--- config.mk ---
export PLATFORM = sky130hd
export DESIGN_NAME = afsc_top
export DESIGN_NICKNAME = d
export VERILOG_FILES = /design/src/include/afsc_pkg.sv /design/src/include/afsc_pwm_if.sv /design/src/rtl/afsc_top.sv /design/src/rtl/afsc_pwm.sv
export SDC_FILE = /design/constraint.sdc
export NUM_CORES = 1
export LEC_CHECK = 0
export ABC_AREA = 1
export BUFFER_PORTS_ARGS = -buffer_cell sky130_fd_sc_hd__buf_2
export CORE_ASPECT_RATIO = 1.25
export CORE_MARGIN = 2
export CORE_UTILIZATION = 35
export DETAILED_ROUTE_END_ITERATION = 10
export PLACE_DENSITY = 0.55
export SLEW_MARGIN = 20
export SYNTH_ARGS = -nofsm -noshare
export SYNTH_HDL_FRONTEND = slang
export SYNTH_SLANG_ARGS = --single-unit
--- constraint.sdc ---
create_clock -name MCLK -period 15.5 [get_ports MCLK]
set_input_delay 0.775 -clock MCLK [delete_from_list [all_inputs] [get_ports MCLK]]
set_output_delay 0.775 -clock MCLK [all_outputs]
set_load 0.01 [all_outputs]
--- src/include/afsc_pkg.sv ---
// constants, register map and timing for the automatic fan speed controller
//------------------------------------------------------------------------------
// Summary of operation
//------------------------------------------------------------------------------
// Summary of operation
// - eight-bit analog drive code, resets to all ones
// - pulse output near 75 Hz from duty
// - test register bit one inverts pulse polarity
// - automatic control only while monitoring enabled
// - bits five, six enable analog, pulse automation
// - three signed start thresholds, one per sensor
// - upper nibbles set analog and pulse minimum
// - both automated: analog nibble sets both minima
// - minimum code 16 times D, duty 6.67% D
// - start: two seconds full drive, then the largest ramp demand
// - linear ramp over 20 degrees to 240/100%
// - beyond ramp analog code jumps to 255
// - largest demand of any channel sets each applied drive
// - stop when all sensors at or below threshold-4, or on leaving automatic mode
// - one-off interrupt on each start and each cool-down stop
// - temperatures signed, one degree per step
package afsc_pkg;

  //----------------------------------------------------------------------------
  // register map
  //----------------------------------------------------------------------------
  localparam logic [7:0] ADDR_CONFIG1      = 8'h00;
  localparam logic [7:0] ADDR_ANALOG_DRIVE = 8'h04;
  localparam logic [7:0] ADDR_PULSE_DUTY   = 8'h05;
  localparam logic [7:0] ADDR_THRESHOLD_A  = 8'h10;
  localparam logic [7:0] ADDR_THRESHOLD_B  = 8'h11;
  localparam logic [7:0] ADDR_THRESHOLD_C  = 8'h12;
  localparam logic [7:0] ADDR_TEST1        = 8'h14;

  localparam int CFG_MONITOR_BIT    = 0;
  localparam int CFG_AUTO_DAC_BIT   = 5;
  localparam int CFG_AUTO_PWM_BIT   = 6;
  localparam int TEST1_INVERT_BIT   = 1;

  localparam logic [7:0] RST_CONFIG1      = 8'h00;
  localparam logic [7:0] RST_ANALOG_DRIVE = 8'hff;
  localparam logic [7:0] RST_PULSE_DUTY   = 8'hff;
  localparam logic [7:0] RST_THRESHOLD    = 8'h7f;
  localparam logic [7:0] RST_TEST1        = 8'h00;
  localparam logic [7:0] READ_UNMAPPED    = 8'h00;

  //----------------------------------------------------------------------------
  // transfer function
  //----------------------------------------------------------------------------
  localparam logic [7:0]  DRIVE_FULL      = 8'hff;
  localparam logic [7:0]  DRIVE_OFF       = 8'h00;
  localparam logic [7:0]  DAC_RAMP_TOP    = 8'hf0;
  localparam logic [7:0]  PWM_RAMP_TOP    = 8'hff;
  localparam logic [7:0]  DAC_MIN_STEP    = 8'h10;
  localparam logic [7:0]  PWM_MIN_STEP    = 8'h11;
  localparam logic [12:0] RAMP_SPAN_DEG   = 13'h0014;
  localparam logic signed [8:0] HYST_DEG  = 9'sh004;
  localparam logic signed [8:0] ZERO_DEG  = 9'sh000;
  localparam int NUM_SENSORS              = 3;

  //----------------------------------------------------------------------------
  // timing
  //----------------------------------------------------------------------------
  localparam longint CLK_HZ          = 100_000_000;
  localparam longint PWM_FREQ_HZ     = 75;
  localparam longint PWM_STEPS       = 255;
  localparam longint PWM_STEP_CYCLES = CLK_HZ / (PWM_FREQ_HZ * PWM_STEPS);
  localparam longint SPINUP_S        = 2;
  localparam longint SPINUP_CYCLES   = CLK_HZ * SPINUP_S;
  localparam logic [7:0] PWM_LAST_STEP = 8'hfe;

  typedef enum {FAN_OFF, FAN_SPINUP, FAN_RUN} afsc_fan_state_type;

endpackage : afsc_pkg

--- src/include/afsc_pwm_if.sv ---
// duty and polarity handed from the controller to the pulse generator
`timescale 1ns/1ps
interface afsc_pwm_if;
  logic [7:0] duty;
  logic       invert;
  logic       active;

  modport ctrl (output duty, output invert, input active);
  modport gen  (input duty, input invert, output active);
endinterface : afsc_pwm_if

--- src/rtl/afsc_top.sv ---
// fan drive registers and automatic temperature-to-fan-speed controller
`timescale 1ns/1ps
module afsc_top #(
  parameter longint PWM_STEP_CYCLES = afsc_pkg::PWM_STEP_CYCLES,
  parameter longint SPINUP_CYCLES   = afsc_pkg::SPINUP_CYCLES
) (
  input  wire logic       MCLK,
  input  wire logic       RESET,
  input  wire logic [7:0] REG_ADDR,
  input  wire logic [7:0] REG_WDATA,
  input  wire logic       REG_WR,
  output logic      [7:0] REG_RDATA,
  input  wire logic [7:0] TEMP_LOCAL,
  input  wire logic [7:0] TEMP_REMOTE1,
  input  wire logic [7:0] TEMP_REMOTE2,
  output logic      [7:0] DAC_CODE,
  output logic            PWM_O,
  output logic            PWM_OE,
  output logic            PWM_ACTIVE,
  output logic            FAN_RUNNING,
  output logic            FAN_INT
);

  //----------------------------------------------------------------------------
  // ramp function for one channel
  //----------------------------------------------------------------------------
  function automatic logic [7:0] afsc_ramp(
    input logic [7:0] temp,
    input logic [7:0] start,
    input logic [7:0] lo,
    input logic [7:0] hi,
    input logic [7:0] over
  );
    logic signed [8:0] diff;
    logic [12:0]       prod;
    logic [12:0]       step;
    diff = $signed({temp[7], temp}) - $signed({start[7], start});
    prod = 13'h0;
    step = 13'h0;
    if (diff <= afsc_pkg::ZERO_DEG) begin
      afsc_ramp = lo;
    end else if ($signed({4'h0, diff}) > $signed(afsc_pkg::RAMP_SPAN_DEG)) begin
      afsc_ramp = over;
    end else begin
      prod = 13'(hi - lo) * 13'(diff[4:0]);
      step = prod / afsc_pkg::RAMP_SPAN_DEG;
      afsc_ramp = lo + step[7:0];
    end
  endfunction : afsc_ramp

  function automatic logic afsc_above(input logic [7:0] temp, input logic [7:0] start);
    afsc_above = $signed(temp) > $signed(start);
  endfunction : afsc_above

  function automatic logic afsc_cool(input logic [7:0] temp, input logic [7:0] start);
    logic signed [8:0] diff;
    diff = $signed({temp[7], temp}) - $signed({start[7], start});
    afsc_cool = diff <= -afsc_pkg::HYST_DEG;
  endfunction : afsc_cool

  //----------------------------------------------------------------------------
  // register file
  //----------------------------------------------------------------------------
  logic [7:0] config1_ff;
  logic [7:0] nxt_config1;
  logic [7:0] analog_drive_code_ff;
  logic [7:0] nxt_analog_drive_code;
  logic [7:0] pulse_duty_setting_ff;
  logic [7:0] nxt_pulse_duty_setting;
  logic [7:0] fan_start_threshold_ff [afsc_pkg::NUM_SENSORS];
  logic [7:0] nxt_fan_start_threshold [afsc_pkg::NUM_SENSORS];
  logic [7:0] test1_ff;
  logic [7:0] nxt_test1;
  logic [7:0] rdata_ff;
  logic [7:0] nxt_rdata;

  always_comb begin
    nxt_config1            = config1_ff;
    nxt_analog_drive_code  = analog_drive_code_ff;
    nxt_pulse_duty_setting = pulse_duty_setting_ff;
    nxt_test1              = test1_ff;
    nxt_fan_start_threshold = fan_start_threshold_ff;
    if (REG_WR) begin
      case (REG_ADDR)
        afsc_pkg::ADDR_CONFIG1:      nxt_config1 = REG_WDATA;
        afsc_pkg::ADDR_ANALOG_DRIVE: nxt_analog_drive_code = REG_WDATA;
        afsc_pkg::ADDR_PULSE_DUTY:   nxt_pulse_duty_setting = REG_WDATA;
        afsc_pkg::ADDR_THRESHOLD_A:  nxt_fan_start_threshold[0] = REG_WDATA;
        afsc_pkg::ADDR_THRESHOLD_B:  nxt_fan_start_threshold[1] = REG_WDATA;
        afsc_pkg::ADDR_THRESHOLD_C:  nxt_fan_start_threshold[2] = REG_WDATA;
        afsc_pkg::ADDR_TEST1:        nxt_test1 = REG_WDATA;
        default:                     nxt_config1 = config1_ff;
      endcase
    end
    case (REG_ADDR)
      afsc_pkg::ADDR_CONFIG1:      nxt_rdata = config1_ff;
      afsc_pkg::ADDR_ANALOG_DRIVE: nxt_rdata = analog_drive_code_ff;
      afsc_pkg::ADDR_PULSE_DUTY:   nxt_rdata = pulse_duty_setting_ff;
      afsc_pkg::ADDR_THRESHOLD_A:  nxt_rdata = fan_start_threshold_ff[0];
      afsc_pkg::ADDR_THRESHOLD_B:  nxt_rdata = fan_start_threshold_ff[1];
      afsc_pkg::ADDR_THRESHOLD_C:  nxt_rdata = fan_start_threshold_ff[2];
      afsc_pkg::ADDR_TEST1:        nxt_rdata = test1_ff;
      default:                     nxt_rdata = afsc_pkg::READ_UNMAPPED;
    endcase
  end

  always_ff @(posedge MCLK) begin
    if (RESET) begin
      config1_ff            <= afsc_pkg::RST_CONFIG1;
      analog_drive_code_ff  <= afsc_pkg::RST_ANALOG_DRIVE;
      pulse_duty_setting_ff <= afsc_pkg::RST_PULSE_DUTY;
      test1_ff              <= afsc_pkg::RST_TEST1;
      rdata_ff              <= afsc_pkg::READ_UNMAPPED;
      for (int i = 0; i < afsc_pkg::NUM_SENSORS; i++) begin
        fan_start_threshold_ff[i] <= afsc_pkg::RST_THRESHOLD;
      end
    end else begin
      config1_ff             <= nxt_config1;
      analog_drive_code_ff   <= nxt_analog_drive_code;
      pulse_duty_setting_ff  <= nxt_pulse_duty_setting;
      test1_ff               <= nxt_test1;
      rdata_ff               <= nxt_rdata;
      fan_start_threshold_ff <= nxt_fan_start_threshold;
    end
  end

  //----------------------------------------------------------------------------
  // mode decode and minima
  //----------------------------------------------------------------------------
  logic       monitor_on;
  logic       auto_dac;
  logic       auto_pwm;
  logic       auto_any;
  logic [3:0] dac_nibble;
  logic [3:0] pwm_nibble;
  logic [7:0] dac_min;
  logic [7:0] pwm_min;

  assign monitor_on = config1_ff[afsc_pkg::CFG_MONITOR_BIT];
  assign auto_dac   = monitor_on & config1_ff[afsc_pkg::CFG_AUTO_DAC_BIT];
  assign auto_pwm   = monitor_on & config1_ff[afsc_pkg::CFG_AUTO_PWM_BIT];
  assign auto_any   = auto_dac | auto_pwm;
  assign dac_nibble = analog_drive_code_ff[7:4];
  // with both automated the pulse minimum follows the analog nibble
  assign pwm_nibble = auto_dac ? analog_drive_code_ff[7:4] : pulse_duty_setting_ff[7:4];
  assign dac_min    = 8'({4'h0, dac_nibble} * afsc_pkg::DAC_MIN_STEP);
  assign pwm_min    = 8'({4'h0, pwm_nibble} * afsc_pkg::PWM_MIN_STEP);

  //----------------------------------------------------------------------------
  // per-channel demand
  //----------------------------------------------------------------------------
  logic [7:0] temps     [afsc_pkg::NUM_SENSORS];
  logic [7:0] dac_req   [afsc_pkg::NUM_SENSORS];
  logic [7:0] pwm_req   [afsc_pkg::NUM_SENSORS];
  logic [afsc_pkg::NUM_SENSORS-1:0] hot;
  logic [afsc_pkg::NUM_SENSORS-1:0] cool;

  assign temps[0] = TEMP_LOCAL;
  assign temps[1] = TEMP_REMOTE1;
  assign temps[2] = TEMP_REMOTE2;

  generate
    for (genvar g = 0; g < afsc_pkg::NUM_SENSORS; g++) begin : g_chan
      assign dac_req[g] = afsc_ramp(temps[g], fan_start_threshold_ff[g], dac_min,
                                    afsc_pkg::DAC_RAMP_TOP, afsc_pkg::DRIVE_FULL);
      assign pwm_req[g] = afsc_ramp(temps[g], fan_start_threshold_ff[g], pwm_min,
                                    afsc_pkg::PWM_RAMP_TOP, afsc_pkg::DRIVE_FULL);
      assign hot[g]     = afsc_above(temps[g], fan_start_threshold_ff[g]);
      assign cool[g]    = afsc_cool(temps[g], fan_start_threshold_ff[g]);
    end
  endgenerate

  logic [7:0] dac_max;
  logic [7:0] pwm_max;

  always_comb begin
    dac_max = dac_req[0];
    pwm_max = pwm_req[0];
    for (int i = 1; i < afsc_pkg::NUM_SENSORS; i++) begin
      if (dac_req[i] > dac_max) dac_max = dac_req[i];
      if (pwm_req[i] > pwm_max) pwm_max = pwm_req[i];
    end
  end

  //----------------------------------------------------------------------------
  // fan state machine
  //----------------------------------------------------------------------------
  afsc_pkg::afsc_fan_state_type state_ff;
  afsc_pkg::afsc_fan_state_type nxt_state;
  logic [31:0] spin_ff;
  logic [31:0] nxt_spin;
  logic        int_ff;
  logic        nxt_int;

  always_comb begin
    nxt_state = state_ff;
    nxt_spin  = spin_ff;
    nxt_int   = 1'b0;
    case (state_ff)
      afsc_pkg::FAN_OFF: begin
        nxt_spin = 32'h0;
        if (auto_any && (|hot)) begin
          nxt_state = afsc_pkg::FAN_SPINUP;
          nxt_int   = 1'b1;
        end
      end
      afsc_pkg::FAN_SPINUP: begin
        nxt_spin = spin_ff + 32'h1;
        if (spin_ff >= 32'(SPINUP_CYCLES - 1)) begin
          nxt_state = afsc_pkg::FAN_RUN;
        end
      end
      afsc_pkg::FAN_RUN: begin
        nxt_spin = 32'h0;
        if (&cool) begin
          nxt_state = afsc_pkg::FAN_OFF;
          nxt_int   = 1'b1;
        end
      end
      default: begin
        nxt_state = afsc_pkg::FAN_OFF;
        nxt_spin  = 32'h0;
      end
    endcase
    // leaving automatic mode parks the machine without an event
    if (!auto_any) begin
      nxt_state = afsc_pkg::FAN_OFF;
      nxt_spin  = 32'h0;
      nxt_int   = 1'b0;
    end
  end

  always_ff @(posedge MCLK) begin
    if (RESET) begin
      state_ff <= afsc_pkg::FAN_OFF;
      spin_ff  <= 32'h0;
      int_ff   <= 1'b0;
    end else begin
      state_ff <= nxt_state;
      spin_ff  <= nxt_spin;
      int_ff   <= nxt_int;
    end
  end

  //----------------------------------------------------------------------------
  // output selection
  //----------------------------------------------------------------------------
  logic [7:0] dac_ff;
  logic [7:0] nxt_dac;
  logic [7:0] duty_ff;
  logic [7:0] nxt_duty;
  logic [7:0] auto_dac_val;
  logic [7:0] auto_pwm_val;

  always_comb begin
    case (state_ff)
      afsc_pkg::FAN_SPINUP: begin
        auto_dac_val = afsc_pkg::DRIVE_FULL;
        auto_pwm_val = afsc_pkg::DRIVE_FULL;
      end
      afsc_pkg::FAN_RUN: begin
        auto_dac_val = dac_max;
        auto_pwm_val = pwm_max;
      end
      default: begin
        auto_dac_val = afsc_pkg::DRIVE_OFF;
        auto_pwm_val = afsc_pkg::DRIVE_OFF;
      end
    endcase
    nxt_dac  = auto_dac ? auto_dac_val : analog_drive_code_ff;
    nxt_duty = auto_pwm ? auto_pwm_val : pulse_duty_setting_ff;
  end

  always_ff @(posedge MCLK) begin
    if (RESET) begin
      dac_ff  <= afsc_pkg::RST_ANALOG_DRIVE;
      duty_ff <= afsc_pkg::RST_PULSE_DUTY;
    end else begin
      dac_ff  <= nxt_dac;
      duty_ff <= nxt_duty;
    end
  end

  //----------------------------------------------------------------------------
  // pulse generator
  //----------------------------------------------------------------------------
  afsc_pwm_if pwm_bus ();

  assign pwm_bus.duty   = duty_ff;
  assign pwm_bus.invert = test1_ff[afsc_pkg::TEST1_INVERT_BIT];

  afsc_pwm #(
    .STEP_CYCLES (int'(PWM_STEP_CYCLES))
  ) u_pwm (
    .clk    (MCLK),
    .rst    (RESET),
    .pwm    (pwm_bus.gen),
    .pin_oe (PWM_OE)
  );

  assign REG_RDATA   = rdata_ff;
  assign DAC_CODE    = dac_ff;
  assign PWM_O       = 1'b0;
  assign PWM_ACTIVE  = pwm_bus.active;
  assign FAN_RUNNING = (state_ff != afsc_pkg::FAN_OFF);
  assign FAN_INT     = int_ff;

endmodule : afsc_top

--- src/rtl/afsc_pwm.sv ---
// pulse generator: 255 steps per period, open-drain pin enable
`timescale 1ns/1ps
module afsc_pwm #(
  parameter int STEP_CYCLES = 5228
) (
  input  wire logic   clk,
  input  wire logic   rst,
  afsc_pwm_if.gen     pwm,
  output logic        pin_oe
);

  logic [31:0] pre_ff;
  logic [31:0] nxt_pre;
  logic [7:0]  step_ff;
  logic [7:0]  nxt_step;
  logic        active_ff;
  logic        nxt_active;
  logic        oe_ff;
  logic        nxt_oe;

  always_comb begin
    nxt_pre    = pre_ff + 32'h1;
    nxt_step   = step_ff;
    if (pre_ff >= 32'(STEP_CYCLES - 1)) begin
      nxt_pre  = 32'h0;
      nxt_step = (step_ff >= afsc_pkg::PWM_LAST_STEP) ? 8'h00 : step_ff + 8'h01;
    end
    nxt_active = (step_ff < pwm.duty) || (pwm.duty == afsc_pkg::DRIVE_FULL);
    // pin released while driven high; pulled low otherwise
    nxt_oe     = ~(nxt_active ^ pwm.invert);
  end

  always_ff @(posedge clk) begin
    if (rst) begin
      pre_ff    <= 32'h0;
      step_ff   <= 8'h00;
      active_ff <= 1'b0;
      oe_ff     <= 1'b1;
    end else begin
      pre_ff    <= nxt_pre;
      step_ff   <= nxt_step;
      active_ff <= nxt_active;
      oe_ff     <= nxt_oe;
    end
  end

  assign pwm.active = active_ff;
  assign pin_oe     = oe_ff;

endmodule : afsc_pwm

==> results.json <==
{
  "wirelength_um": 52900,
  "dp_hpwl_um": 44300,
  "fin_crit_sh": 0.834,
  "die_w_um": 216,
  "crit_type": "input pin to register",
  "numCtsBuffers": 17,
  "startpoint_type": "input pin",
  "relSlewSlack": 0.271,
  "synthArstFlopShare": 0,
  "status": "finished, final reports clean",
  "timing.critical_path.mode_cell": "nand2_1",
  "ys_seq_area_frac": 0.160,
  "hp-class": "register to register",
  "synth.avg_cell_area_um2": 6.76,
  "firstDrtPassIters": 5,
  "post-route-util": 0.386,
  "dieHeight_um": 269,
  "yosysTopAreaCellShare": 0.160,
  "hold_buffers": 0,
  "initial_core_util": 0.353,
  "crit_arrival_ps": 13230,
  "grt_max_degree": 65,
  "clk_pin_slew_ps": 70,
  "area_growth_pct": 9.40,
  "placed_cells": 3701,
  "rows": 97,
  "cts_tree": "built",
  "critPathMaxFanout": 16,
  "dpl_cell_area_mm2": 0.0209,
  "ir_drop_uv": 73.0,
  "clock-sinks": 157,
  "gp_congestion": 0.892,
  "worstPathRequired_ps": 15800,
  "yosysWarnings": 0,
  "cts_resized": 0,
  "grt_pass1_wl_um": 87900,
  "vias": 18100,
  "root_buffer": "clkbuf_16",
  "drt_iter0_drc": 869,
  "ioPinCount": 64,
  "final_cell_area_mm2": 0.0215,
  "critPathCaptureType": "register",
  "grt_pass1_vias": 17300,
  "ys_ff_latch": 157,
  "postSynthCellCount": 2906,
  "hold_viol_final": 0,
  "hold_depth": 1,
  "nFillCells": 6005,
  "drc": 0,
  "worst_slew_pin_slew_ps": 1090,
  "antenna_found_initial": 1,
  "netlist-cell-type-count": 75,
  "ant_nets": 0,
  "htree_levels": 4,
  "crit_end": "duty_ff[6]",
  "stdcell_count": 3733,
  "whs_ps": 454,
  "routedWlPerCell_um": 14.2,
  "synth_area_leaders": "dfxtp_1, ha_1, nand2_1",
  "io_buffer_count": 62,
  "tns_ps": 0,
  "core-area_mm2": 0.0557,
  "cap_violations": 0,
  "fin_worst_skew_ps": 11.3,
  "drive_gt1_frac": 0.118,
  "reg2reg_to": "duty_ff[6]",
  "yosysTopAreaCell": "dfxtp_1",
  "dieArea_mm2": 0.0580,
  "cellLeakagePower_nw": 11.5,
  "diodes": 0,
  "cts_post_setup_buffers_inserted": 0,
  "rrSetupSlack_ps": 2640,
  "startpoint": "TEMP_LOCAL[0]",
  "drv_slew": 0,
  "rr_worst_depth": 80,
  "fmax_mhz": 77.3,
  "cp_slowest_cell": "xor2_1",
  "netlist_area_mm2": 0.0196,
  "setup_viol": 0,
  "viasPerCell": 4.86,
  "grt.overflow.total": 0,
  "power_density_mw_per_mm2": 46.4,
  "max_stage_delay_ps": 580,
  "final.min_clock_period_ps": 12930,
  "grt_util_all_layers": 0.185,
  "timing.rr.start": "fan_start_threshold_ff[16]",
  "synth_ff_type": "dfxtp_1",
  "synth_edf_count": 0,
  "clock_path_buffers": 2,
  "clk_latency_ps": 440,
  "fin_nets": 3323,
  "rsz0062_at_grt": "no"
}
critical path, delay by kind of cell:
kind | cells | cell delay, ps
AOI/OAI and AO/OA | 18 | 2990
buffers and inverters | 14 | 1440
adders and majority gates | 10 | 3650
xor gates and xnor gates | 3 | 1090
and+or+nand+nor | 37 | 3230
layout make-up:
class	instances	area, um2	area share
clock buffers	17	425	0.0198
clock inverters	15	169	0.00786
inverters	545	2050	0.0952
multi-input cells	2181	14400	0.668
flip-flops and latches	157	3140	0.146
well taps	742	928	0.0432
repair buffers	76	415	0.0193
report_power, final:
part / switching, mW / internal [mW] / leakage (nW)
registers: 0.00563 / 0.410 / 1.28
logic: 0.111 / 0.0516 / 9.98
clock network: 0.202 / 0.217 / 0.292
total: 0.318 / 0.679 / 11.5
cells in the mapped netlist (9+ instances only):
master and instances:
a2111oi_0 9, a211oi_1 12, a21o_1 10, a21oi_1 133
a22oi_1 16, a31oi_1 11, clkbuf_1 37, dfxtp_1 157
fa_1 77, ha_1 225, inv_1 502, inv_2 35
nand2_1 598, nand2_2 95, nand2_4 27, nand3_1 182
nand3_2 28, nand4_1 44, nor2_1 238, nor3_1 37
nor4_1 12, o211ai_1 38, o21ai_0 129, o21ai_1 21
o21ai_2 10, o22ai_1 22, or2_2 10, xnor2_1 26
xor2_1 55
cells in the final DEF (no fill, tap or decap), types with 9 or more instances in the layout:
cell,n
nor4_1,12
fa_1,77
inv_2,35
o21ai_0,129
dfxtp_1,157
a21oi_1,133
ha_1,225
conb_1,20
o21ai_1,21
inv_1,501
a22oi_1,16
xnor2_1,26
o21ai_2,10
nand2_1,598
clkbuf_16,17
clkinv_1,9
a211oi_1,12
a21o_1,10
nand2_4,27
a31oi_1,11
nor3_1,37
a2111oi_0,9
nand3_2,28
o211ai_1,38
xor2_1,55
nand2_2,95
nand4_1,44
nor2_1,238
o22ai_1,22
buf_2,62
buf_4,14
or2_2,10
nand3_1,182
sequential cells by signal, indices dropped and copies added, names as in the netlist:
register                count
u_pwm.pin_oe                1
test1_ff                    8
FAN_INT                     1
fan_start_threshold_ff     24
DAC_CODE                    8
u_pwm.pwm.active            1
REG_RDATA                   8
state_ff                    2
u_pwm.step_ff               8
u_pwm.pre_ff               32
spin_ff                    32
pulse_duty_setting_ff       8
config1_ff                  8
duty_ff                     8
analog_drive_code_ff        8
logic make-up (layout without fill, tap and decap cells):
| kind of cell | after synthesis | count (layout) | synth area share |
|---|---|---|---|
| AOI/OAI and AO/OA | 458 | 458 | 0.144 |
| xor gates and xnor gates | 86 | 86 | 0.0408 |
| adders and majority gates | 302 | 302 | 0.222 |
| buffers and inverters | 587 | 653 | 0.112 |
| DFF | 157 | 157 | 0.160 |
| muxes | 3 | 3 | 0.00236 |
| other | 1 | 20 | 0.000191 |
| and+or+nand+nor | 1312 | 1312 | 0.319 |
metal layers:
layer / GRT usage / wire length (um) / vias up
li1: - / - / 9532
met1: 0.242 / 24600 / 8315
met2: 0.334 / 25900 / 257
met3: 0.0150 / 1700 / 43
met4: 0.0381 / 731 / 0
met5: 0 / 0 / -
through the flow:
step	worst slack [ps]	total power [mW]
global placement	2160	0.586
global route	1180	1.05
CTS	2610	1.01
finish	2570	0.997
detailed placement	2190	0.586
floorplan	3760	0.537
how the worst min path moves through the flow:
stage,startpoint,end,slack [ps]
after floorplan,spin_ff[0],spin_ff[0],420
after global placement,u_pwm.pre_ff[0],u_pwm.pre_ff[0],440
after detailed placement,spin_ff[0],spin_ff[0],450
after CTS,test1_ff[5],test1_ff[5],460
after global routing,spin_ff[0],spin_ff[0],470
final,spin_ff[0],spin_ff[0],450
No activity file was read; power rests on OpenSTA's default activity.
